===== src/design/buio_defs.svh =====
`ifndef BUIO_DEFS_SVH
`define BUIO_DEFS_SVH
// panel population
`define BUIO_NUM_KEYS      4
`define BUIO_NUM_SWITCHES  10
`define BUIO_NUM_LEDS      10
`define BUIO_NUM_DIGITS    6
`define BUIO_SEG_BITS      7
`define BUIO_NUM_FAB_CLKS  4
// reset values
`define BUIO_LED_RST       10'h000
`define BUIO_SEG_BLANK     7'h7F
`define BUIO_KEY_RELEASED  4'hF
`define BUIO_SW_RST        10'h000
// reset fan-out codes, active low, bits {cold, warm, phy, usb, debug}
`define BUIO_FAN_COLD      5'h00
`define BUIO_FAN_WARM      5'h17
`define BUIO_FAN_RUN       5'h1F
// clock rates in MHz
`define BUIO_FAB_CLK_MHZ   50
`define BUIO_PROC_CLK_MHZ  25
`define BUIO_SYS_CLK_MHZ   50
`endif


===== src/design/buio_pkg.sv =====
`include "buio_defs.svh"
package buio_pkg;
  typedef logic [`BUIO_SEG_BITS-1:0]    buio_seg_t;
  typedef logic [`BUIO_NUM_LEDS-1:0]    buio_led_t;
  typedef logic [`BUIO_NUM_SWITCHES-1:0] buio_sw_t;
  typedef logic [`BUIO_NUM_KEYS-1:0]    buio_key_t;
  // processor reset state
  typedef enum logic [1:0] {
    BUIO_PROC_RUN,
    BUIO_PROC_WARM,
    BUIO_PROC_COLD
  } buio_proc_state_t;
endpackage


===== src/design/buio_panel.sv =====
// Notes on behaviour
// RQ1: buttons read high released, low pressed
// RQ2: buttons pre-debounced, usable as clock/reset
// RQ3: switches undebounced, level data only
// RQ4: switch down gives low, up high
// RQ5: LED high lights, low darkens, independent
// RQ6: segment low lights, high blanks
// RQ7: six digits in pairs, bits 0..6
// RQ8: cold reset clears processor, PHY, USB
// RQ9: warm reset clears system domains, not debug
// RQ10: four 50 MHz fabric reference clocks
// RQ11: 25 MHz to processor and to PHY
// RQ12: user decodes nibbles, syncs switches
`include "buio_defs.svh"
`timescale 1ns/1ps
`default_nettype none
module buio_panel #(
  parameter int NUM_KEYS     = `BUIO_NUM_KEYS,
  parameter int NUM_SWITCHES = `BUIO_NUM_SWITCHES,
  parameter int NUM_LEDS     = `BUIO_NUM_LEDS
) (
  input  wire logic                    sys_clk,
  input  wire logic                    reset,
  // board side
  input  wire logic [NUM_KEYS-1:0]     key_pad_n,
  input  wire logic [NUM_SWITCHES-1:0] slide_switch_pad,
  input  wire logic                    proc_cold_btn_n,
  input  wire logic                    proc_warm_btn_n,
  input  wire logic                    fabric_ref_clk_a,
  input  wire logic                    fabric_ref_clk_b,
  input  wire logic                    fabric_ref_clk_c,
  input  wire logic                    fabric_ref_clk_d,
  input  wire logic                    ref_clk_25_proc,
  input  wire logic                    ref_clk_25_phy,
  // user-logic side
  input  wire logic [NUM_LEDS-1:0]     led_req,
  input  wire buio_pkg::buio_seg_t     seg_req0,
  input  wire buio_pkg::buio_seg_t     seg_req1,
  input  wire buio_pkg::buio_seg_t     seg_req2,
  input  wire buio_pkg::buio_seg_t     seg_req3,
  input  wire buio_pkg::buio_seg_t     seg_req4,
  input  wire buio_pkg::buio_seg_t     seg_req5,
  output logic [NUM_KEYS-1:0]          key_in_n,
  output logic [NUM_SWITCHES-1:0]      slide_switch_in,
  output logic [NUM_LEDS-1:0]          red_led_out,
  output buio_pkg::buio_seg_t          seg_digit0,
  output buio_pkg::buio_seg_t          seg_digit1,
  output buio_pkg::buio_seg_t          seg_digit2,
  output buio_pkg::buio_seg_t          seg_digit3,
  output buio_pkg::buio_seg_t          seg_digit4,
  output buio_pkg::buio_seg_t          seg_digit5,
  output logic                         proc_cold_reset_n,
  output logic                         proc_warm_reset_n,
  output logic                         phy_reset_n,
  output logic                         usb_reset_n,
  output logic                         debug_reset_n,
  output logic [`BUIO_NUM_FAB_CLKS-1:0] fabric_clk_out,
  output logic                         proc_ref_clk_a,
  output logic                         proc_ref_clk_b
);
  import buio_pkg::*;

  // button request, decoded fresh each cycle; no memory needed
  buio_proc_state_t btn_state;
  logic [4:0]       fan_n;

  // reset fan-out per request, bits {cold, warm, phy, usb, debug}, low holds in reset
  function automatic logic [4:0] fanout_n(input buio_proc_state_t st);
    logic [4:0] lines;
    lines = `BUIO_FAN_RUN;
    case (st)
      BUIO_PROC_COLD: begin
        lines = `BUIO_FAN_COLD; // RQ8
      end
      BUIO_PROC_WARM: begin
        lines = `BUIO_FAN_WARM; // RQ9
      end
      default: begin
        lines = `BUIO_FAN_RUN;
      end
    endcase
    return lines;
  endfunction

  // while the fabric is in reset every downstream line is held, as for a cold reset
  localparam logic [4:0] FAN_RST_N = `BUIO_FAN_COLD;

  // clocks are routed straight through; registering would halve them
  assign fabric_clk_out = {fabric_ref_clk_d, fabric_ref_clk_c,
                           fabric_ref_clk_b, fabric_ref_clk_a}; // RQ10
  assign proc_ref_clk_a = ref_clk_25_proc; // RQ11
  assign proc_ref_clk_b = ref_clk_25_phy;  // RQ11

  // buttons pass as-is, already clean in hardware, released reads high
  always_ff @(posedge sys_clk) begin
    if (reset) begin
      key_in_n <= NUM_KEYS'(`BUIO_KEY_RELEASED); // RQ1
    end else begin
      key_in_n <= key_pad_n; // RQ1 RQ2
    end
  end

  // switches: raw level, no filtering, down is low
  always_ff @(posedge sys_clk) begin
    if (reset) begin
      slide_switch_in <= NUM_SWITCHES'(`BUIO_SW_RST);
    end else begin
      slide_switch_in <= slide_switch_pad; // RQ3 RQ4
    end
  end

  // leds active high, one pin each
  always_ff @(posedge sys_clk) begin
    if (reset) begin
      red_led_out <= NUM_LEDS'(`BUIO_LED_RST);
    end else begin
      red_led_out <= led_req; // RQ5
    end
  end

  // digit 0, low pair; segments active low, blank in reset so nothing flashes
  always_ff @(posedge sys_clk) begin
    if (reset) begin
      seg_digit0 <= `BUIO_SEG_BLANK; // RQ6
    end else begin
      seg_digit0 <= seg_req0; // RQ7
    end
  end

  // digit 1, low pair
  always_ff @(posedge sys_clk) begin
    if (reset) begin
      seg_digit1 <= `BUIO_SEG_BLANK; // RQ6
    end else begin
      seg_digit1 <= seg_req1; // RQ7
    end
  end

  // digit 2, middle pair
  always_ff @(posedge sys_clk) begin
    if (reset) begin
      seg_digit2 <= `BUIO_SEG_BLANK; // RQ6
    end else begin
      seg_digit2 <= seg_req2; // RQ7
    end
  end

  // digit 3, middle pair
  always_ff @(posedge sys_clk) begin
    if (reset) begin
      seg_digit3 <= `BUIO_SEG_BLANK; // RQ6
    end else begin
      seg_digit3 <= seg_req3; // RQ7
    end
  end

  // digit 4, high pair
  always_ff @(posedge sys_clk) begin
    if (reset) begin
      seg_digit4 <= `BUIO_SEG_BLANK; // RQ6
    end else begin
      seg_digit4 <= seg_req4; // RQ7
    end
  end

  // digit 5, high pair; pairing is physical only, each digit is independent
  always_ff @(posedge sys_clk) begin
    if (reset) begin
      seg_digit5 <= `BUIO_SEG_BLANK; // RQ6
    end else begin
      seg_digit5 <= seg_req5; // RQ7
    end
  end

  // cold wins over warm; request follows the buttons each cycle
  always_comb begin
    if (!proc_cold_btn_n) begin
      btn_state = BUIO_PROC_COLD; // RQ8
    end else if (!proc_warm_btn_n) begin
      btn_state = BUIO_PROC_WARM; // RQ9
    end else begin
      btn_state = BUIO_PROC_RUN;
    end
  end

  // one decode feeds all five lines so they can never disagree
  assign fan_n = fanout_n(btn_state);

  // processor cold reset line
  always_ff @(posedge sys_clk) begin
    if (reset) begin
      proc_cold_reset_n <= FAN_RST_N[4];
    end else begin
      proc_cold_reset_n <= fan_n[4]; // RQ8
    end
  end

  // processor system domains, low on either button
  always_ff @(posedge sys_clk) begin
    if (reset) begin
      proc_warm_reset_n <= FAN_RST_N[3];
    end else begin
      proc_warm_reset_n <= fan_n[3]; // RQ8 RQ9
    end
  end

  // network transceiver, cold reset only
  always_ff @(posedge sys_clk) begin
    if (reset) begin
      phy_reset_n <= FAN_RST_N[2];
    end else begin
      phy_reset_n <= fan_n[2]; // RQ8
    end
  end

  // usb host, cold reset only
  always_ff @(posedge sys_clk) begin
    if (reset) begin
      usb_reset_n <= FAN_RST_N[1];
    end else begin
      usb_reset_n <= fan_n[1]; // RQ8
    end
  end

  // debug stays up on warm reset so an attached debugger keeps its hold
  always_ff @(posedge sys_clk) begin
    if (reset) begin
      debug_reset_n <= FAN_RST_N[0];
    end else begin
      debug_reset_n <= fan_n[0]; // RQ9
    end
  end
endmodule
`default_nettype wire


===== config.mk =====
export PLATFORM = sky130hd
export DESIGN_NAME = buio_panel
export DESIGN_NICKNAME = d
export VERILOG_FILES = /design/src/design/buio_pkg.sv /design/src/design/buio_panel.sv
export VERILOG_INCLUDE_DIRS = /design/src /design/src/design
export SDC_FILE = /design/constraint.sdc
export NUM_CORES = 1
export LEC_CHECK = 0
export BUFFER_PORTS_ARGS = -buffer_cell sky130_fd_sc_hd__buf_2
export CAP_MARGIN = 15
export CORE_ASPECT_RATIO = 0.75
export CORE_MARGIN = 2
export CORE_UTILIZATION = 38
export CTS_CLUSTER_DIAMETER = 80
export DETAILED_ROUTE_END_ITERATION = 10
export PLACE_DENSITY = 0.78
export SETUP_SLACK_MARGIN = 0.3
export SLEW_MARGIN = 20
export SYNTH_ARGS = -nofsm -noshare
export SYNTH_HDL_FRONTEND = slang
export SYNTH_SLANG_ARGS = --single-unit

===== constraint.sdc =====
create_clock -name sys_clk -period 0.8 [get_ports sys_clk]
set_input_delay 0.04 -clock sys_clk [delete_from_list [all_inputs] [get_ports sys_clk]]
set_output_delay 0.04 -clock sys_clk [all_outputs]
set_load 0.01 [all_outputs]

======== Yosys cells after proc, flatten, opt, wreduce, memory -nomap -nowiden ========
Cells that the tools add are included.
Widths: inputs -> output; s select.
word-level totals
  bits in registers ....................... 71
  input bits .............................. 76
  logic and storage cells ................. 19
cells by class
  equal/unequal tests ..................... 2
  mux-type cells .......................... 3
operators with widths
  operator            number
  $pmux 5 s2          1
  $eq 2x1->1 const B  1
  $eq 2x2->1 const B  1
  $mux 2              1
  $mux 1              1

======== Logic depth before layout (Yosys ltp) ========
Gate-level depths: netlist of run 1.
  depth in word-level cells ............... 4
  gate-level depth with buffers ........... 3
  depth with buffers taken out ............ 1

======== Least setup slack after synthesis of run 1 ========
Ideal clock, no wire load.
  path type ............................... input to register
  start ................................... in reset
  end ..................................... reg seg_digit0[0]
  setup slack ............................. 206 ps
  arrival ................................. 474 ps
  path buffers ............................ 2
  library setup time ...................... 120 ps
  cell stages on the path ................. 3
  cell sequence ........................... buf_6 > buf_6 > or2_1
RTL lines
  item                  line               source
  start, declared       buio_panel.sv:23   input wire logic reset,
  end signal, assigned  buio_panel.sv:124  seg_digit0 <= `BUIO_SEG_BLANK;
  end signal, assigned  buio_panel.sv:126  seg_digit0 <= seg_req0;
  end, declared         buio_panel.sv:46   output buio_pkg::buio_seg_t seg_digit0,
No word-level cell between the ends.

==> results of run 1 <==
-- cells in the final DEF, fill, tap and decap left out --
cell      Yosys  routed
clkinv_2      0       3
and3b_1       1       1
dfxtp_4       0       1
or2_1        20      20
or2_4         0      26
buf_2         2     117
buf_6         3      23
dfxtp_1      68      48
nor2b_1      21      21
buf_12        0       2
clkbuf_1      2       1
dfxtp_2       0      19
clkbuf_8      0      10
-- layout make-up --
class	instances	area share, %
Sequential cell	68	46.33
Timing Repair Buffer	142	29.51
Multi-Input combinational cell	68	16.44
Clock buffer	11	4.716
Tap cell	60	2.504
Clock inverter	3	0.5008
-- routing by layer --
metal | wire (µm) | part of all wire (%) | vias up | global-route usage (%)
met1 | 1340 | 36 | 597 | 13.01
met5 | 0 | 0 | - | 0
met4 | 99 | 2.7 | 0 | 9.921
li1 | - | - | 717 | -
met2 | 1766 | 48 | 83 | 21.97
met3 | 504 | 14 | 15 | 8.417
-- Yosys cell counts --
master,count
clkbuf_1,2
dfxtp_1,68
buf_2,2
and3b_1,1
nor2b_1,21
or2_2,26
buf_6,3
or2_1,20
buf_4,9
-- how the worst min path moves through the flow --
stage          slack [ps]           endpoint
2_1_floorplan         140      seg_digit0[0]
3_3_place_gp           80  fabric_clk_out[3]
3_5_place_dp           80  fabric_clk_out[3]
4_1_cts              -130      seg_digit2[5]
5_1_grt              -140      seg_digit1[0]
6_report             -110      seg_digit2[5]
-- what timing repair did --
action                                  4_1_cts  5_1_grt
hold endpoints to repair                     68       68
gates resized for setup                       6       36
cloned                                        0        0
endpoints found under the setup margin       71       71
-- registers in the layout, summed over array words and instances (netlist names), 7 cells and up --
name,flops
seg_digit0,7
seg_digit2,7
slide_switch_in,10
seg_digit1,7
red_led_out,10
seg_digit3,7
seg_digit4,7
seg_digit5,7
-- cells by family after synthesis --
group	after synthesis
simple gates	68
buf+inv	16
flops	68
-- power by group through the flow --
stage               combinational, mW  sequential [mW]  clock, mW
floorplan                       0.287             3.79          0
global placement                0.676             3.68          0
detailed placement              0.688             3.68          0
CTS                             0.696             3.61       2.33
global route                    0.809             3.64       2.50
finish                          0.743             3.63       2.22
-- metrics by stage --
step	power, mW	worst slack [ps]	instance area [µm²]
2_1_floorplan	4.075	227.5	2044
3_3_place_gp	4.353	107.7	2674
3_5_place_dp	4.369	90.51	2674
4_1_cts	6.639	-81.69	2853
5_1_grt	6.945	-89.47	2998
6_report	6.596	-54.76	2998
==> impl_metrics.py, run 1 <==
metrics = {
    "outcome": {
        "status": "complete, but fails checks",
        "violations": "DRC, hold timing, setup timing",
    },
    "final_layout": {
        "final_core_util_pct": 61.53,
        "syn_to_final_growth_pct": 57.12,
        "instances_no_fill": 352,
        "drive_gt1_share_pct": 68.84,
        "multi_input_area_um2": 493.0,
        "antennaDiodeCount": 0,
        "fillerInstances": 399,
        "final_nets": 365,
        "seq_area_mm2": 0.001389,
    },
    "worst_setup_path": {
        "crit_type": "reg -> out",
        "critical_path.max_fanout": 4,
        "required_ps": 760,
        "cp_top_family": "flip-flops",
        "startpoint": "proc_cold_reset_n",
        "worstPathCellList": "buf_6",
        "path_depth": 1,
        "crit_end": "debug_reset_n",
        "startpoint_type": "flop",
        "arrival_ps": 810,
        "cpPeakStageDelay_ps": 380,
        "critPathSlowestCell": "dfxtp_4",
        "setup.worst_path.end_class": "output port",
        "critPathBufInv": 1,
    },
    "placed_design": {
        "routabilityCongestion": 0.7047,
        "place.detailed.hpwl_um": 2827,
        "dp_cells": 338,
        "io_buffers": 140,
    },
    "sta": {
        "hold_viol_final": 68,
        "finalCriticalPeriod_ps": 854.8,
        "fin_ws_ps": -54.76,
        "worst_pin_slew_ps": 149.7,
        "clock.fmax_mhz": 1170,
        "fin_crit_sh_pct": 106.8,
        "tns_ps": -209.9,
        "rsz0062_at_grt": "yes",
        "holdWs_ps": -112.1,
        "report.final.slew_viol_count": 0,
        "relSlewSlack_pct": 90.02,
        "setup_viol": 4,
    },
    "synthesis": {
        "synth_top_family_by_area": "simple AND/OR/NAND/NOR gates",
        "synth_area_leaders": "dfxtp_1, or2_2, nor2b_1",
        "synth_compound_area_share_pct": 0,
        "avgSynthCellArea_um2": 12.55,
        "yosys_warnings": 0,
        "synthDistinctLibCells": 9,
        "syn_nets": 228,
        "synth_adder_area_share_pct": 0,
        "synth_simple_gate_area_share_pct": 22.43,
        "synthXorXnorAreaFrac_pct": 0,
        "synthDominantCellAreaShare_pct": 71.34,
        "syn_inst": 152,
        "seq_area_frac_synth_pct": 71.34,
        "synth_seq_cells": 68,
        "synth_area_mm2": 0.001908,
        "yosys.area.top_type": "dfxtp_1",
        "synthMuxAreaShare_pct": 0,
    },
    "power_and_ir_drop": {
        "p_comb_share_pct": 11.3,
        "p_int_mw": 5.192,
        "swShare_pct": 21.29,
        "p_switching_mw": 1.404,
        "clock_power_share_pct": 33.7,
        "powerDensity_mw_per_mm2": 2200,
        "peakVddDrop_uv": 1433,
        "p_seq_share_pct": 55.0,
        "p_leak_nw": 1.429,
    },
    "hold_path": {
        "min-delay-start": "seg_req2[5]",
        "min_path_cells": 2,
        "worstHoldPathType": "in -> reg",
    },
    "global_routing": {
        "antenna_found_initial": 0,
        "grt_max_degree": 40,
        "track_usage_pct": 13.74,
        "grt_pass1_vias": 1336,
        "grt_pass1_wl_um": 5630,
        "grt.overflow.total": 0,
    },
    "floorplanning": {
        "start_util_pct": 39.16,
        "ioPinCount": 153,
        "dieArea_mm2": 0.005610,
        "die_x_um": 85.83,
        "std_cell_rows": 22,
        "coreArea_mm2": 0.004872,
        "fp.dieH_um": 65.37,
    },
    "clock_tree": {
        "clockBufferDepth": 2,
        "cts_root_buf": "clkbuf_8",
        "cts_tree": "yes",
        "clkTransAtPathRegs_ps": 60,
        "cts-htree-levels": 3,
        "cts.sink_count": 68,
        "cts_buffers": 9,
        "postCtsSetupBuffers": 0,
    },
    "route": {
        "vias": 1412,
        "antenna_left": 0,
        "wl_per_cell_um": 10.54,
        "drc_errors": 9,
        "via_per_inst": 4.011,
        "drtIter0Drc": 46,
        "drt-pass1-iter-count": 8,
        "drt_wl_total_um": 3710,
    },
    "run": {
        "cap_violations": 0,
    },
}
Power figures use the tool's default switching activity.
==> inputs of run 2 (changes only) <==
--- a/config.mk
+++ b/config.mk
@@ -14,6 +14,7 @@
 export CTS_CLUSTER_DIAMETER = 80
 export DETAILED_ROUTE_END_ITERATION = 10
 export PLACE_DENSITY = 0.78
+export RECOVER_POWER = 100
 export SETUP_SLACK_MARGIN = 0.3
 export SLEW_MARGIN = 20
 export SYNTH_ARGS = -nofsm -noshare
==> run 2 against run 1 <==
The run still ends with DRC, hold timing, setup timing left. Worst setup slack about the same. Routed wire length decreased by 0.24%. Worst hold slack barely moved. First-iteration DRC count is 15% lower. Critical path type unchanged. Critical endpoint unchanged. Largest power group unchanged.
==> impl_metrics.py, run 2 (synthesis gave the netlist of run 1 again) <==
metrics = {
    "worst_setup_path": {
        "critPathBufInv": 1,
        "critical_path.max_fanout": 4,
        "crit_type": "reg -> out",
        "cp_top_family": "flip-flops",
        "arrival_ps": 810,
        "required_ps": 760,
        "startpoint_type": "flop",
        "critPathSlowestCell": "dfxtp_4",
        "cpPeakStageDelay_ps": 380,
        "setup.worst_path.end_class": "output port",
        "worstPathCellList": "buf_6",
    },
    "global_routing": {
        "antenna_found_initial": 0,
        "grt_max_degree": 40,
        "grt_pass1_vias": 1336,
        "track_usage_pct": 13.74,
        "grt_pass1_wl_um": 5630,
        "grt.overflow.total": 0,
    },
    "sta": {
        "holdWs_ps": -112.3,
        "clock.fmax_mhz": 1170,
        "fin_ws_ps": -54.63,
        "setup_viol": 4,
        "rsz0062_at_grt": "yes",
        "hold_viol_final": 68,
        "fin_crit_sh_pct": 106.8,
        "finalCriticalPeriod_ps": 854.6,
        "report.final.slew_viol_count": 0,
        "relSlewSlack_pct": 55.06,
        "worst_pin_slew_ps": 674.1,
    },
    "clock_tree": {
        "cts.sink_count": 68,
        "postCtsSetupBuffers": 0,
        "cts_tree": "yes",
        "cts-htree-levels": 3,
        "cts_root_buf": "clkbuf_8",
        "clkTransAtPathRegs_ps": 60,
        "cts_buffers": 9,
        "clockBufferDepth": 2,
    },
    "hold_path": {
        "min_path_cells": 2,
        "worstHoldPathType": "in -> reg",
        "min_to": "seg_digit2[5]",
        "min-delay-start": "seg_req2[5]",
    },
    "power_and_ir_drop": {
        "p_int_mw": 5.165,
        "p_switching_mw": 1.403,
        "powerDensity_mw_per_mm2": 2225,
        "p_leak_nw": 1.410,
        "p_seq_share_pct": 55.3,
        "peakVddDrop_uv": 1429,
        "p_comb_share_pct": 10.8,
        "swShare_pct": 21.36,
        "clock_power_share_pct": 33.9,
    },
    "outcome": {
        "status": "complete, but fails checks",
        "violations": "DRC, hold timing, setup timing",
    },
    "placed_design": {
        "io_buffers": 140,
        "place.detailed.hpwl_um": 2827,
        "routabilityCongestion": 0.7047,
        "dpl_cell_area_mm2": 0.002674,
    },
    "final_layout": {
        "antennaDiodeCount": 0,
        "layout_common_cells": "buf_2, dfxtp_1, buf_6, nor2b_1",
        "layout_commonest_cell": "buf_2",
        "fin_area_mm2": 0.002952,
        "drive_gt1_share_pct": 68.49,
        "largestRegisters": "red_led_out (10), slide_switch_in (10)",
        "final_core_util_pct": 60.58,
        "syn_to_final_growth_pct": 54.69,
        "final_nets": 365,
    },
    "floorplanning": {
        "coreArea_mm2": 0.004872,
        "dieArea_mm2": 0.005610,
        "std_cell_rows": 22,
        "fp.dieH_um": 65.37,
        "start_util_pct": 39.16,
        "die_x_um": 85.83,
        "ioPinCount": 153,
    },
    "route": {
        "drt-pass1-iter-count": 8,
        "drtIter0Drc": 39,
        "via_per_inst": 4.017,
        "drt_wl_total_um": 3701,
        "vias": 1414,
        "antenna_left": 0,
        "wl_per_cell_um": 10.51,
        "drc_errors": 9,
    },
    "run": {
        "cap_violations": 0,
    },
}
run 2: cell types whose count changed in the layout (fill, tap and decap cells not counted):
cell      previous run  this run
or2_4               26        20
clkbuf_1             1         2
clkbuf_2             0         2
or2_2                0         6
buf_12               2         0
buf_2              117       116
run 2: cell type report:
type / instances / area, µm²
Clock buffer: 11 / 141.4
Clock inverter: 3 / 15.01
Fill cell: 406 / 1921
Multi-Input combinational cell: 68 / 478.0
Sequential cell: 68 / 1389
Tap cell: 60 / 75.07
Timing Repair Buffer: 142 / 853.3
run 2: what timing repair did:
| action | in CTS | in global routing |
|---|---|---|
| endpoints found under the setup margin | 71 | 71 |
| hold endpoints to repair | 68 | 68 |
| gates resized for setup | 6 | 36 |
run 2: power by group through the flow:
stage | clock network (mW) | registers [mW] | logic [mW]
2_1_floorplan | 0 | 3.79 | 0.287
3_3_place_gp | 0 | 3.68 | 0.676
3_5_place_dp | 0 | 3.68 | 0.688
4_1_cts | 2.33 | 3.61 | 0.696
5_1_grt | 2.50 | 3.64 | 0.778
6_report | 2.23 | 3.63 | 0.712
run 2: through the flow:
step	TNS (ps)	cells	setup slack [ps]	hold WS, ps	power [mW]
detailed placement	0	338	90.51	80.12	4.369
CTS	-1458	352	-81.69	-134.3	6.639
global route	-2497	352	-89.47	-137.8	6.914
global placement	0	338	107.7	80.12	4.353
floorplan	0	152	227.5	139.8	4.075
finish	-209.5	352	-54.63	-112.3	6.568
run 2: worst max path at each step:
| stage | from | cells after the start | end | slack, ps |
|---|---|---|---|---|
| 2_1_floorplan | reset | 3 | seg_digit0[0] | 230 |
| 3_3_place_gp | reset | 3 | seg_digit5[6] | 110 |
| 3_5_place_dp | reset | 3 | key_in_n[3] | 90 |
| 4_1_cts | proc_cold_reset_n | 1 | debug_reset_n | -80 |
| 5_1_grt | proc_cold_reset_n | 1 | debug_reset_n | -90 |
| 6_report | proc_cold_reset_n | 1 | debug_reset_n | -50 |
run 2: per-layer routing:
metal | GRT usage [%] | part of all wire, % | vias to the layer above
met2 | 21.97 | 48 | 83
met4 | 9.921 | 2.7 | 0
met3 | 8.417 | 14 | 15
li1 | - | - | 717
met1 | 13.01 | 35 | 599
met5 | 0 | 0 | -
